## src/cscb_defines.vh

```
`ifndef CSCB_DEFINES_VH
`define CSCB_DEFINES_VH

// Register byte addresses on the APB slave
`define CSCB_ADDR_CTRL 8'h00
`define CSCB_ADDR_PC 8'h04
`define CSCB_ADDR_FLAGS 8'h08
`define CSCB_ADDR_REGSEL 8'h0C
`define CSCB_ADDR_REGDATA 8'h10
`define CSCB_ADDR_RETIRED 8'h14

// Control register fields and reset values
`define CSCB_CTRL_RUN 0
`define CSCB_FLAGS_RST 8'h00
`define CSCB_PC_RST 16'h0000

// Status flag positions
`define CSCB_FLAG_C 3'h0
`define CSCB_FLAG_Z 3'h1
`define CSCB_FLAG_N 3'h2
`define CSCB_FLAG_V 3'h3
`define CSCB_FLAG_S 3'h4
`define CSCB_FLAG_H 3'h5

// Instruction classes
`define CSCB_OP_OTHER 4'h0
`define CSCB_OP_COMPARE_SKIP_EQUAL 4'h1
`define CSCB_OP_COMPARE_REGS 4'h2
`define CSCB_OP_COMPARE_REGS_WITH_CARRY 4'h3
`define CSCB_OP_COMPARE_IMMEDIATE 4'h4
`define CSCB_OP_SKIP_REG_BIT_CLEAR 4'h5
`define CSCB_OP_SKIP_REG_BIT_SET 4'h6
`define CSCB_OP_SKIP_IO_BIT_CLEAR 4'h7
`define CSCB_OP_SKIP_IO_BIT_SET 4'h8
`define CSCB_OP_BRANCH_STATUS_BIT_SET 4'h9
`define CSCB_OP_BRANCH_STATUS_BIT_CLEAR 4'hA

// Opcode masks and match patterns
`define CSCB_M6 16'hFC00
`define CSCB_P_COMPARE_SKIP_EQUAL 16'h1000
`define CSCB_P_COMPARE_REGS 16'h1400
`define CSCB_P_COMPARE_REGS_WITH_CARRY 16'h0400
`define CSCB_M4 16'hF000
`define CSCB_P_COMPARE_IMMEDIATE 16'h3000
`define CSCB_M_REG_BIT 16'hFE08
`define CSCB_P_SKIP_REG_BIT_CLEAR 16'hFC00
`define CSCB_P_SKIP_REG_BIT_SET 16'hFE00
`define CSCB_M8 16'hFF00
`define CSCB_P_SKIP_IO_BIT_CLEAR 16'h9900
`define CSCB_P_SKIP_IO_BIT_SET 16'h9B00
`define CSCB_P_BRANCH_STATUS_BIT_SET 16'hF000
`define CSCB_P_BRANCH_STATUS_BIT_CLEAR 16'hF400
// Two-word instructions: direct load/store and long jump/call
`define CSCB_M_LDS 16'hFC0F
`define CSCB_P_LDS 16'h9000
`define CSCB_M_JMP 16'hFE0C
`define CSCB_P_JMP 16'h940C

// Immediate compare destination sits in the upper half of the register file
`define CSCB_IMM_DEST_HI 1'b1

`endif

```

## src/cscb_core.v

```verilog
// Functional notes
// - Compare-skip-equal skips next instruction when both registers are equal.
// - Compares subtract without storing, updating Z, N, V, C, H in one cycle.
// - Register bit skips test one register bit, skip when condition holds.
// - I/O bit skips test one I/O register bit, skip when condition holds.
// - Branch on status bit set jumps PC plus displacement plus one; 1/2 cycles.
// - Branch on status bit clear jumps same way when bit is zero.
// - Carry branches jump when carry is one or zero respectively.
// - Same-or-higher jumps on carry zero; lower jumps on carry one.
// - Signed greater-or-equal jumps when N xor V is zero.
// - Signed less-than jumps when N xor V is one.
// - Half-carry branches jump when half-carry is one or zero.
//
// The APB interface to the registers and the register offsets were chosen for this implementation.
`include "cscb_defines.vh"

module cscb_core #(
  parameter PC_W = 16,
  parameter IO_BITS = 256
) (
  pclk,
  presetn,
  ce,
  psel,
  penable,
  pwrite,
  paddr,
  pwdata,
  prdata,
  pready,
  pslverr,
  prog_addr,
  prog_data,
  io_regs_in
);
  input wire pclk;
  input wire presetn;
  input wire ce;
  input wire psel;
  input wire penable;
  input wire pwrite;
  input wire [7:0] paddr;
  input wire [31:0] pwdata;
  output reg [31:0] prdata;
  output wire pready;
  output wire pslverr;
  output wire [PC_W-1:0] prog_addr;
  input wire [15:0] prog_data;
  input wire [IO_BITS-1:0] io_regs_in;

  localparam ST_EXEC = 2'h0;
  localparam ST_SKIPCHK = 2'h1;
  localparam ST_WAIT = 2'h2;

  // Instruction class decode
  function [3:0] op_class;
    input [15:0] w;
    begin
      if ((w & `CSCB_M6) == `CSCB_P_COMPARE_SKIP_EQUAL)
        op_class = `CSCB_OP_COMPARE_SKIP_EQUAL;
      else if ((w & `CSCB_M6) == `CSCB_P_COMPARE_REGS)
        op_class = `CSCB_OP_COMPARE_REGS;
      else if ((w & `CSCB_M6) == `CSCB_P_COMPARE_REGS_WITH_CARRY)
        op_class = `CSCB_OP_COMPARE_REGS_WITH_CARRY;
      else if ((w & `CSCB_M4) == `CSCB_P_COMPARE_IMMEDIATE)
        op_class = `CSCB_OP_COMPARE_IMMEDIATE;
      else if ((w & `CSCB_M_REG_BIT) == `CSCB_P_SKIP_REG_BIT_CLEAR)
        op_class = `CSCB_OP_SKIP_REG_BIT_CLEAR;
      else if ((w & `CSCB_M_REG_BIT) == `CSCB_P_SKIP_REG_BIT_SET)
        op_class = `CSCB_OP_SKIP_REG_BIT_SET;
      else if ((w & `CSCB_M8) == `CSCB_P_SKIP_IO_BIT_CLEAR)
        op_class = `CSCB_OP_SKIP_IO_BIT_CLEAR;
      else if ((w & `CSCB_M8) == `CSCB_P_SKIP_IO_BIT_SET)
        op_class = `CSCB_OP_SKIP_IO_BIT_SET;
      else if ((w & `CSCB_M6) == `CSCB_P_BRANCH_STATUS_BIT_SET)
        op_class = `CSCB_OP_BRANCH_STATUS_BIT_SET;
      else if ((w & `CSCB_M6) == `CSCB_P_BRANCH_STATUS_BIT_CLEAR)
        op_class = `CSCB_OP_BRANCH_STATUS_BIT_CLEAR;
      else
        op_class = `CSCB_OP_OTHER;
    end
  endfunction

  reg [PC_W-1:0] pc_r;
  reg [PC_W-1:0] pc_nxt;
  reg [1:0] state_r;
  reg [1:0] state_nxt;
  reg [7:0] flags_r;
  reg [7:0] flags_nxt;
  reg run_r;
  reg [4:0] regsel_r;
  reg [31:0] retired_r;
  reg [7:0] wreg [0:31];
  integer i;

  wire [3:0] cls;
  wire [4:0] rd_idx;
  wire [4:0] src_idx;
  wire [7:0] rd_val;
  wire [7:0] src_val;
  wire [7:0] imm;
  wire [7:0] cmp_b;
  wire reg_bit;
  wire io_bit;
  wire flag_sel;
  wire [PC_W-1:0] disp;
  wire two_word;
  wire c_o;
  wire z_o;
  wire n_o;
  wire v_o;
  wire s_o;
  wire h_o;
  wire setup;
  wire acc;
  wire wr;
  wire mapped;

  // Operand fields of the fetched word
  assign cls = op_class(prog_data);
  assign rd_idx = (cls == `CSCB_OP_COMPARE_IMMEDIATE) ?
                  {`CSCB_IMM_DEST_HI, prog_data[7:4]} : prog_data[8:4];
  assign src_idx = {prog_data[9], prog_data[3:0]};
  assign rd_val = wreg[rd_idx];
  assign src_val = wreg[src_idx];
  assign imm = {prog_data[11:8], prog_data[3:0]};
  assign cmp_b = (cls == `CSCB_OP_COMPARE_IMMEDIATE) ? imm : src_val;
  assign reg_bit = rd_val[prog_data[2:0]];
  assign io_bit = io_regs_in[prog_data[7:0]];
  // Aliased flag branches all reduce to one selected status bit
  assign flag_sel = flags_r[prog_data[2:0]];
  // Signed word offset, sign-extended to the counter width
  assign disp = {{(PC_W-7){prog_data[9]}}, prog_data[9:3]};
  assign two_word = ((prog_data & `CSCB_M_LDS) == `CSCB_P_LDS) |
                    ((prog_data & `CSCB_M_JMP) == `CSCB_P_JMP);

  cscb_cmp u_cmp (
    .a(rd_val),
    .b(cmp_b),
    .carry_in(flags_r[`CSCB_FLAG_C]),
    .use_carry(cls == `CSCB_OP_COMPARE_REGS_WITH_CARRY),
    .zero_in(flags_r[`CSCB_FLAG_Z]),
    .flag_c(c_o),
    .flag_z(z_o),
    .flag_n(n_o),
    .flag_v(v_o),
    .flag_s(s_o),
    .flag_h(h_o)
  );

  // Execution sequencer: next counter, flags and state
  always @*
  begin
    pc_nxt = pc_r;
    state_nxt = state_r;
    flags_nxt = flags_r;
    case (state_r)
      ST_EXEC:
      begin
        if (run_r)
        begin
          pc_nxt = pc_r + 1'b1;
          case (cls)
            `CSCB_OP_COMPARE_SKIP_EQUAL:
              if (rd_val == src_val)
                state_nxt = ST_SKIPCHK;
            `CSCB_OP_COMPARE_REGS, `CSCB_OP_COMPARE_REGS_WITH_CARRY,
            `CSCB_OP_COMPARE_IMMEDIATE:
            begin
              flags_nxt[`CSCB_FLAG_C] = c_o;
              flags_nxt[`CSCB_FLAG_Z] = z_o;
              flags_nxt[`CSCB_FLAG_N] = n_o;
              flags_nxt[`CSCB_FLAG_V] = v_o;
              flags_nxt[`CSCB_FLAG_S] = s_o;
              flags_nxt[`CSCB_FLAG_H] = h_o;
            end
            `CSCB_OP_SKIP_REG_BIT_CLEAR:
              if (!reg_bit)
                state_nxt = ST_SKIPCHK;
            `CSCB_OP_SKIP_REG_BIT_SET:
              if (reg_bit)
                state_nxt = ST_SKIPCHK;
            `CSCB_OP_SKIP_IO_BIT_CLEAR:
              if (!io_bit)
                state_nxt = ST_SKIPCHK;
            `CSCB_OP_SKIP_IO_BIT_SET:
              if (io_bit)
                state_nxt = ST_SKIPCHK;
            `CSCB_OP_BRANCH_STATUS_BIT_SET:
              if (flag_sel)
              begin
                pc_nxt = pc_r + disp + 1'b1;
                state_nxt = ST_WAIT;
              end
            `CSCB_OP_BRANCH_STATUS_BIT_CLEAR:
              if (!flag_sel)
              begin
                pc_nxt = pc_r + disp + 1'b1;
                state_nxt = ST_WAIT;
              end
            default:
              state_nxt = ST_EXEC;
          endcase
        end
      end
      ST_SKIPCHK:
      begin
        // The skipped word is fetched only to learn its length
        if (two_word)
        begin
          pc_nxt = pc_r + 2'h2;
          state_nxt = ST_WAIT;
        end
        else
        begin
          pc_nxt = pc_r + 1'b1;
          state_nxt = ST_EXEC;
        end
      end
      ST_WAIT:
        state_nxt = ST_EXEC;
      default:
        state_nxt = ST_EXEC;
    endcase
  end

  // APB decode; zero wait states, stalled while the clock enable is low
  assign setup = psel & ~penable;
  assign acc = psel & penable;
  assign wr = acc & pwrite & ce;
  assign pready = ce;
  assign mapped = (paddr == `CSCB_ADDR_CTRL) | (paddr == `CSCB_ADDR_PC) |
                  (paddr == `CSCB_ADDR_FLAGS) | (paddr == `CSCB_ADDR_REGSEL) |
                  (paddr == `CSCB_ADDR_REGDATA) | (paddr == `CSCB_ADDR_RETIRED);
  assign pslverr = acc & ~mapped;
  assign prog_addr = pc_r;

  // Core state; software writes override the sequencer in the same cycle
  always @(posedge pclk or negedge presetn)
  begin
    if (!presetn)
    begin
      pc_r <= `CSCB_PC_RST;
      state_r <= ST_EXEC;
      flags_r <= `CSCB_FLAGS_RST;
      run_r <= 1'b0;
      regsel_r <= 5'h00;
      retired_r <= 32'h00000000;
      for (i = 0; i < 32; i = i + 1)
        wreg[i] <= 8'h00;
    end
    else if (ce)
    begin
      pc_r <= pc_nxt;
      state_r <= state_nxt;
      flags_r <= flags_nxt;
      if (run_r && state_r == ST_EXEC)
        retired_r <= retired_r + 1'b1;
      if (wr && paddr == `CSCB_ADDR_CTRL)
        run_r <= pwdata[`CSCB_CTRL_RUN];
      if (wr && paddr == `CSCB_ADDR_PC)
      begin
        pc_r <= pwdata[PC_W-1:0];
        state_r <= ST_EXEC; // Abandon any skip or branch in flight
      end
      if (wr && paddr == `CSCB_ADDR_FLAGS)
        flags_r <= pwdata[7:0];
      if (wr && paddr == `CSCB_ADDR_REGSEL)
        regsel_r <= pwdata[4:0];
      if (wr && paddr == `CSCB_ADDR_REGDATA)
        wreg[regsel_r] <= pwdata[7:0];
    end
  end

  // Read data captured in setup so it stands through the access phase
  always @(posedge pclk or negedge presetn)
  begin
    if (!presetn)
      prdata <= 32'h00000000;
    else if (ce && setup)
    begin
      case (paddr)
        `CSCB_ADDR_CTRL:
          prdata <= {28'h0000000, state_r, 1'b0, run_r};
        `CSCB_ADDR_PC:
          prdata <= {{(32-PC_W){1'b0}}, pc_r};
        `CSCB_ADDR_FLAGS:
          prdata <= {24'h000000, flags_r};
        `CSCB_ADDR_REGSEL:
          prdata <= {27'h0000000, regsel_r};
        `CSCB_ADDR_REGDATA:
          prdata <= {24'h000000, wreg[regsel_r]};
        `CSCB_ADDR_RETIRED:
          prdata <= retired_r;
        default:
          prdata <= 32'h00000000;
      endcase
    end
  end
endmodule

```

## src/cscb_cmp.v

```verilog
`include "cscb_defines.vh"

// Subtract without storing; produces the compare flags
module cscb_cmp (
  a,
  b,
  carry_in,
  use_carry,
  zero_in,
  flag_c,
  flag_z,
  flag_n,
  flag_v,
  flag_s,
  flag_h
);
  input wire [7:0] a;
  input wire [7:0] b;
  input wire carry_in;
  input wire use_carry;
  input wire zero_in;
  output wire flag_c;
  output wire flag_z;
  output wire flag_n;
  output wire flag_v;
  output wire flag_s;
  output wire flag_h;

  wire cin;
  wire [7:0] res;

  // Borrow chain flags
  assign cin = use_carry & carry_in;
  assign res = a - b - {7'h00, cin};
  assign flag_h = (~a[3] & b[3]) | (b[3] & res[3]) | (res[3] & ~a[3]);
  assign flag_c = (~a[7] & b[7]) | (b[7] & res[7]) | (res[7] & ~a[7]);
  assign flag_v = (a[7] & ~b[7] & ~res[7]) | (~a[7] & b[7] & res[7]);
  assign flag_n = res[7];
  assign flag_s = flag_n ^ flag_v;
  // With carry, zero only stays set so multi-byte compares chain
  assign flag_z = (res == 8'h00) & (~use_carry | zero_in);
endmodule

```

## config.mk

```make
export PLATFORM = sky130hd
export DESIGN_NAME = cscb_core
export DESIGN_NICKNAME = d
export VERILOG_FILES = /design/src/cscb_core.v /design/src/cscb_cmp.v
export VERILOG_INCLUDE_DIRS = /design/src /design/src/src
export SDC_FILE = /design/constraint.sdc
export NUM_CORES = 1
export LEC_CHECK = 0
export BUFFER_PORTS_ARGS = -buffer_cell sky130_fd_sc_hd__buf_2
export CAP_MARGIN = 20
export CORE_ASPECT_RATIO = 2
export CORE_MARGIN = 2
export CORE_UTILIZATION = 40
export DETAILED_ROUTE_END_ITERATION = 8
export HOLD_SLACK_MARGIN = 0.06
export MAX_ROUTING_LAYER = met4
export PLACE_DENSITY_LB_ADDON = 0.2
export SKIP_LAST_GASP = 1
export SYNTH_ARGS = -nofsm -noshare
export SYNTH_HDL_FRONTEND = slang
export SYNTH_SLANG_ARGS = --single-unit
```

## constraint.sdc

```tcl
create_clock -name pclk -period 7.36 [get_ports pclk]
set_input_delay 1.472 -clock pclk [delete_from_list [all_inputs] [get_ports pclk]]
set_output_delay 1.472 -clock pclk [all_outputs]
set_load 0.02 [all_outputs]
```

==> summary.md <==
| Metric | Value |
|---|---|
| Crit-path max FO | 13 |
| Filler Cell Count | about 5500 |
| Cell taking the most area after synthesis | dfrtp_1 |
| Static Leakage | about 13 nW |
| Die W | 178 µm |
| Initial Util | between 40% and 50% |
| Post-Syn Area | around 24000 µm² |
| Std cell rows | 127 |
| Synth top area cells | dfrtp_1, mux4_2, mux2_2 |
| Post-Synthesis Cells | 1981 |
| Number of port buffers | 351 |
| Avg WL per Cell | around 31 µm |
| Async SR Flop Fraction | 100% |
| Synthesized area per cell | 12.3 µm² |
| Setup violations, final | 0 |
| Slew Viols, Final | 0 |
| Most frequent cells in the layout | dfrtp_1, buf_2, mux2_2 |
| Vias per cell | 6.42 |
| PwrDens | between 150 and 200 nW/µm² |
| H-tree depth | 2 |
| Distinct cell type count after synthesis | 77 |
| Arrival time at the worst endpoint | approximately 6 ns |
| Min cycle time layout | between 5 and 6 ns |
| Dpl hpwl | 70200 µm |
| CTS root buf | clkbuf_16 |
| DRC viols | 0 |
| Fin. Hold Viols | 0 |
| Routability congestion estimate | approximately 1.0 |
| ANT nets after route | 0 |
| FF/Latch Area | just under 9000 µm² |
| Cts bufs inserted | 35 |
| Worst path cell trace | buf_2 > buf_4 > nor3_2 > buf_4 > a221oi_1 > o21ai_0 > a21oi_1 > a21oi_1 > a21oi_1 > fa_1 > inv_1 > ha_1 > nand2b_1 > o22ai_1 > o41ai_1 > xnor2_1 > mux2i_1 > o221ai_1 |
| CP startpoint kind | primary input |
| Worst min-delay path category | flip-flop to flip-flop |
| DRT Pass-1 Iters | 6 |
| CTS tree | yes |
| Slew Limit Headroom | between 20% and 30% |
| RSZ-0062 raised after global routing | no |
| Share of cells above drive strength 1 | a little over two fifths |
| Post-synthesis net count | 2331 |
| Post-Route WL | 93800 µm |
| Die area | between 60000 and 70000 µm² |
| Outcome | finished, final reports clean |
| Gr ovfl total | 0 |
| Setup Crit Path Kind | primary input to flip-flop |
| Max Fclk | approximately 0.18 GHz |
| Final instance area | 28000 µm² |
| Critical path capture point type | flip-flop |
| Post-cts repair resize count | 0 |
| Gr usage total | a little under a third |
| DRT iter0 DRCs | about 1700 |
| Leading cell type in the layout, fill and taps excluded | dfrtp_1 |
| I/O pin total | roughly 370 |
| Post-synth top area share | about 36% |
| Clk Latency, worst-skew pair | between 0.5 and 0.6 ns |
| Seq cells post-synth | approximately 350 |
| Die Y | 353 µm |
| Global-route wire length before repair | 137000 µm |
| CP max-delay cell | nor3_2 |
| Worst vdd ir | about 0.00014 V |
| Max Cap Violations | 0 |
| Post-CTS Setup Repair Bufs | 0 |
| Largest net degree at the start of global routing | around 120 |
| Initial antenna violation count | 1 |
| # nets final | ~2600 |
| Area of the multi-input gates | 14600 µm² |
| Fin Clk Skew | ~0.027 ns |
| Crit-path leading delay family | compound AO/OA/AOI/OAI gates |
| Register area share after synthesis | between 30% and 40% |
| Primary FF master, synth | dfrtp_1 |
| Final worst path period share | 75.4% |
| Setup_tns | 0 ns |
| Crit path top cell by count | a21oi_1 |
| Max Buffers Root-to-Sink | 3 |
| Vias | slightly below 20000 |
| CTS Hold Bufs | 0 |
| Core area | between 60000 and 70000 µm² |
| Total number of yosys warnings | 0 |
| Worst-margin pin slew | ~1.1 ns |
| Vias in the first global route | ~20000 |
| Worst-path clk slew | 0.06 ns |
| WP data required | roughly 7.8 ns |
| Bufs and invs on worst path | 4 |
| Placed cell areas | between 20000 and 30000 µm² |
| Post-synth EDFFs | 0 |
| Synth-to-layout area growth | 15.2% |
| Clock Sinks | approximately 350 |
| Crit-path max cell delay | 0.56 ns |
## where the power goes
part	switching (W)	total [W]	internal, W
Clock	0.000832	0.00187	0.00104
Combinational	0.000394	0.000672	0.000278
Sequential	0.0000138	0.00195	0.00194
Total	0.00124	0.00449	0.00326
## layer usage
metal  track usage [%]  wire, µm
met5                 -         0
met4              20.9      8040
met3              4.61      6130
met2              50.7     46900
met1              33.6     32700
## layout make-up
class	instances	share of cell area (%)
diodes	3	0.0268
clock buffers	46	3.60
clock inverters	12	0.545
inverters	35	0.469
multi-input cells	1431	52.2
flip-flops and latches	352	31.5
well taps	774	3.46
repair buffers	411	8.27
## synthesized netlist by cell type, drive strengths merged (34+ instances only)
master,count
mux2i,67
nand3,41
a22oi,65
buf,65
dfrtp,352
a21oi,50
inv,35
nor2,85
mux2,251
clkbuf,98
o21ai,84
mux4,242
xnor2,50
nand2,142
a22o,34
o22ai,38
## per-stage QoR
stage                     instances  setup WS, ns  util (%)  hold WS (ns)  power [W]
after floorplan                1981          1.88         -         0.442    0.00237
after global placement         2997          1.29      44.5         0.461    0.00264
after detailed placement       3001          1.26      44.6         0.464    0.00265
after CTS                      3059          1.83      46.5         0.477    0.00452
after global routing           3062          1.52      46.6         0.491    0.00465
final                          3064          1.81      46.6         0.480    0.00449
## flip-flops by register name (all words and copies together), names as in the netlist
register / count
wreg: 256
prdata: 32
retired_r: 32
prog_addr: 16
flags_r: 8
regsel_r: 5
state_r: 2
run_r: 1
## kinds of logic after synthesis
| group | synth area share (%) |
|---|---|
| simple gates | 8.04 |
| fa+ha+maj | 1.74 |
| xor+xnor | 2.81 |
| compound gates | 10.1 |
| buf+inv | 3.72 |
| mux | 37.3 |
| flops | 36.2 |
## path summary, 6_finish.rpt
check | from | to | slack, ns | cells after the start
worst min-delay path | retired_r[31] | retired_r[31] | 0.48 | 1
min in group asynchronous | presetn | prog_addr[1] | 0.93 | 1
max in group asynchronous | presetn | wreg[220] | 5.28 | 3
worst max register to register | wreg[160] | flags_r[3] | 3.06 | 13
worst min register to register | retired_r[31] | retired_r[31] | 0.48 | 1
worst max-delay path | prog_data[3] | flags_r[3] | 1.81 | 18
(Power assumes the default switching activity.)
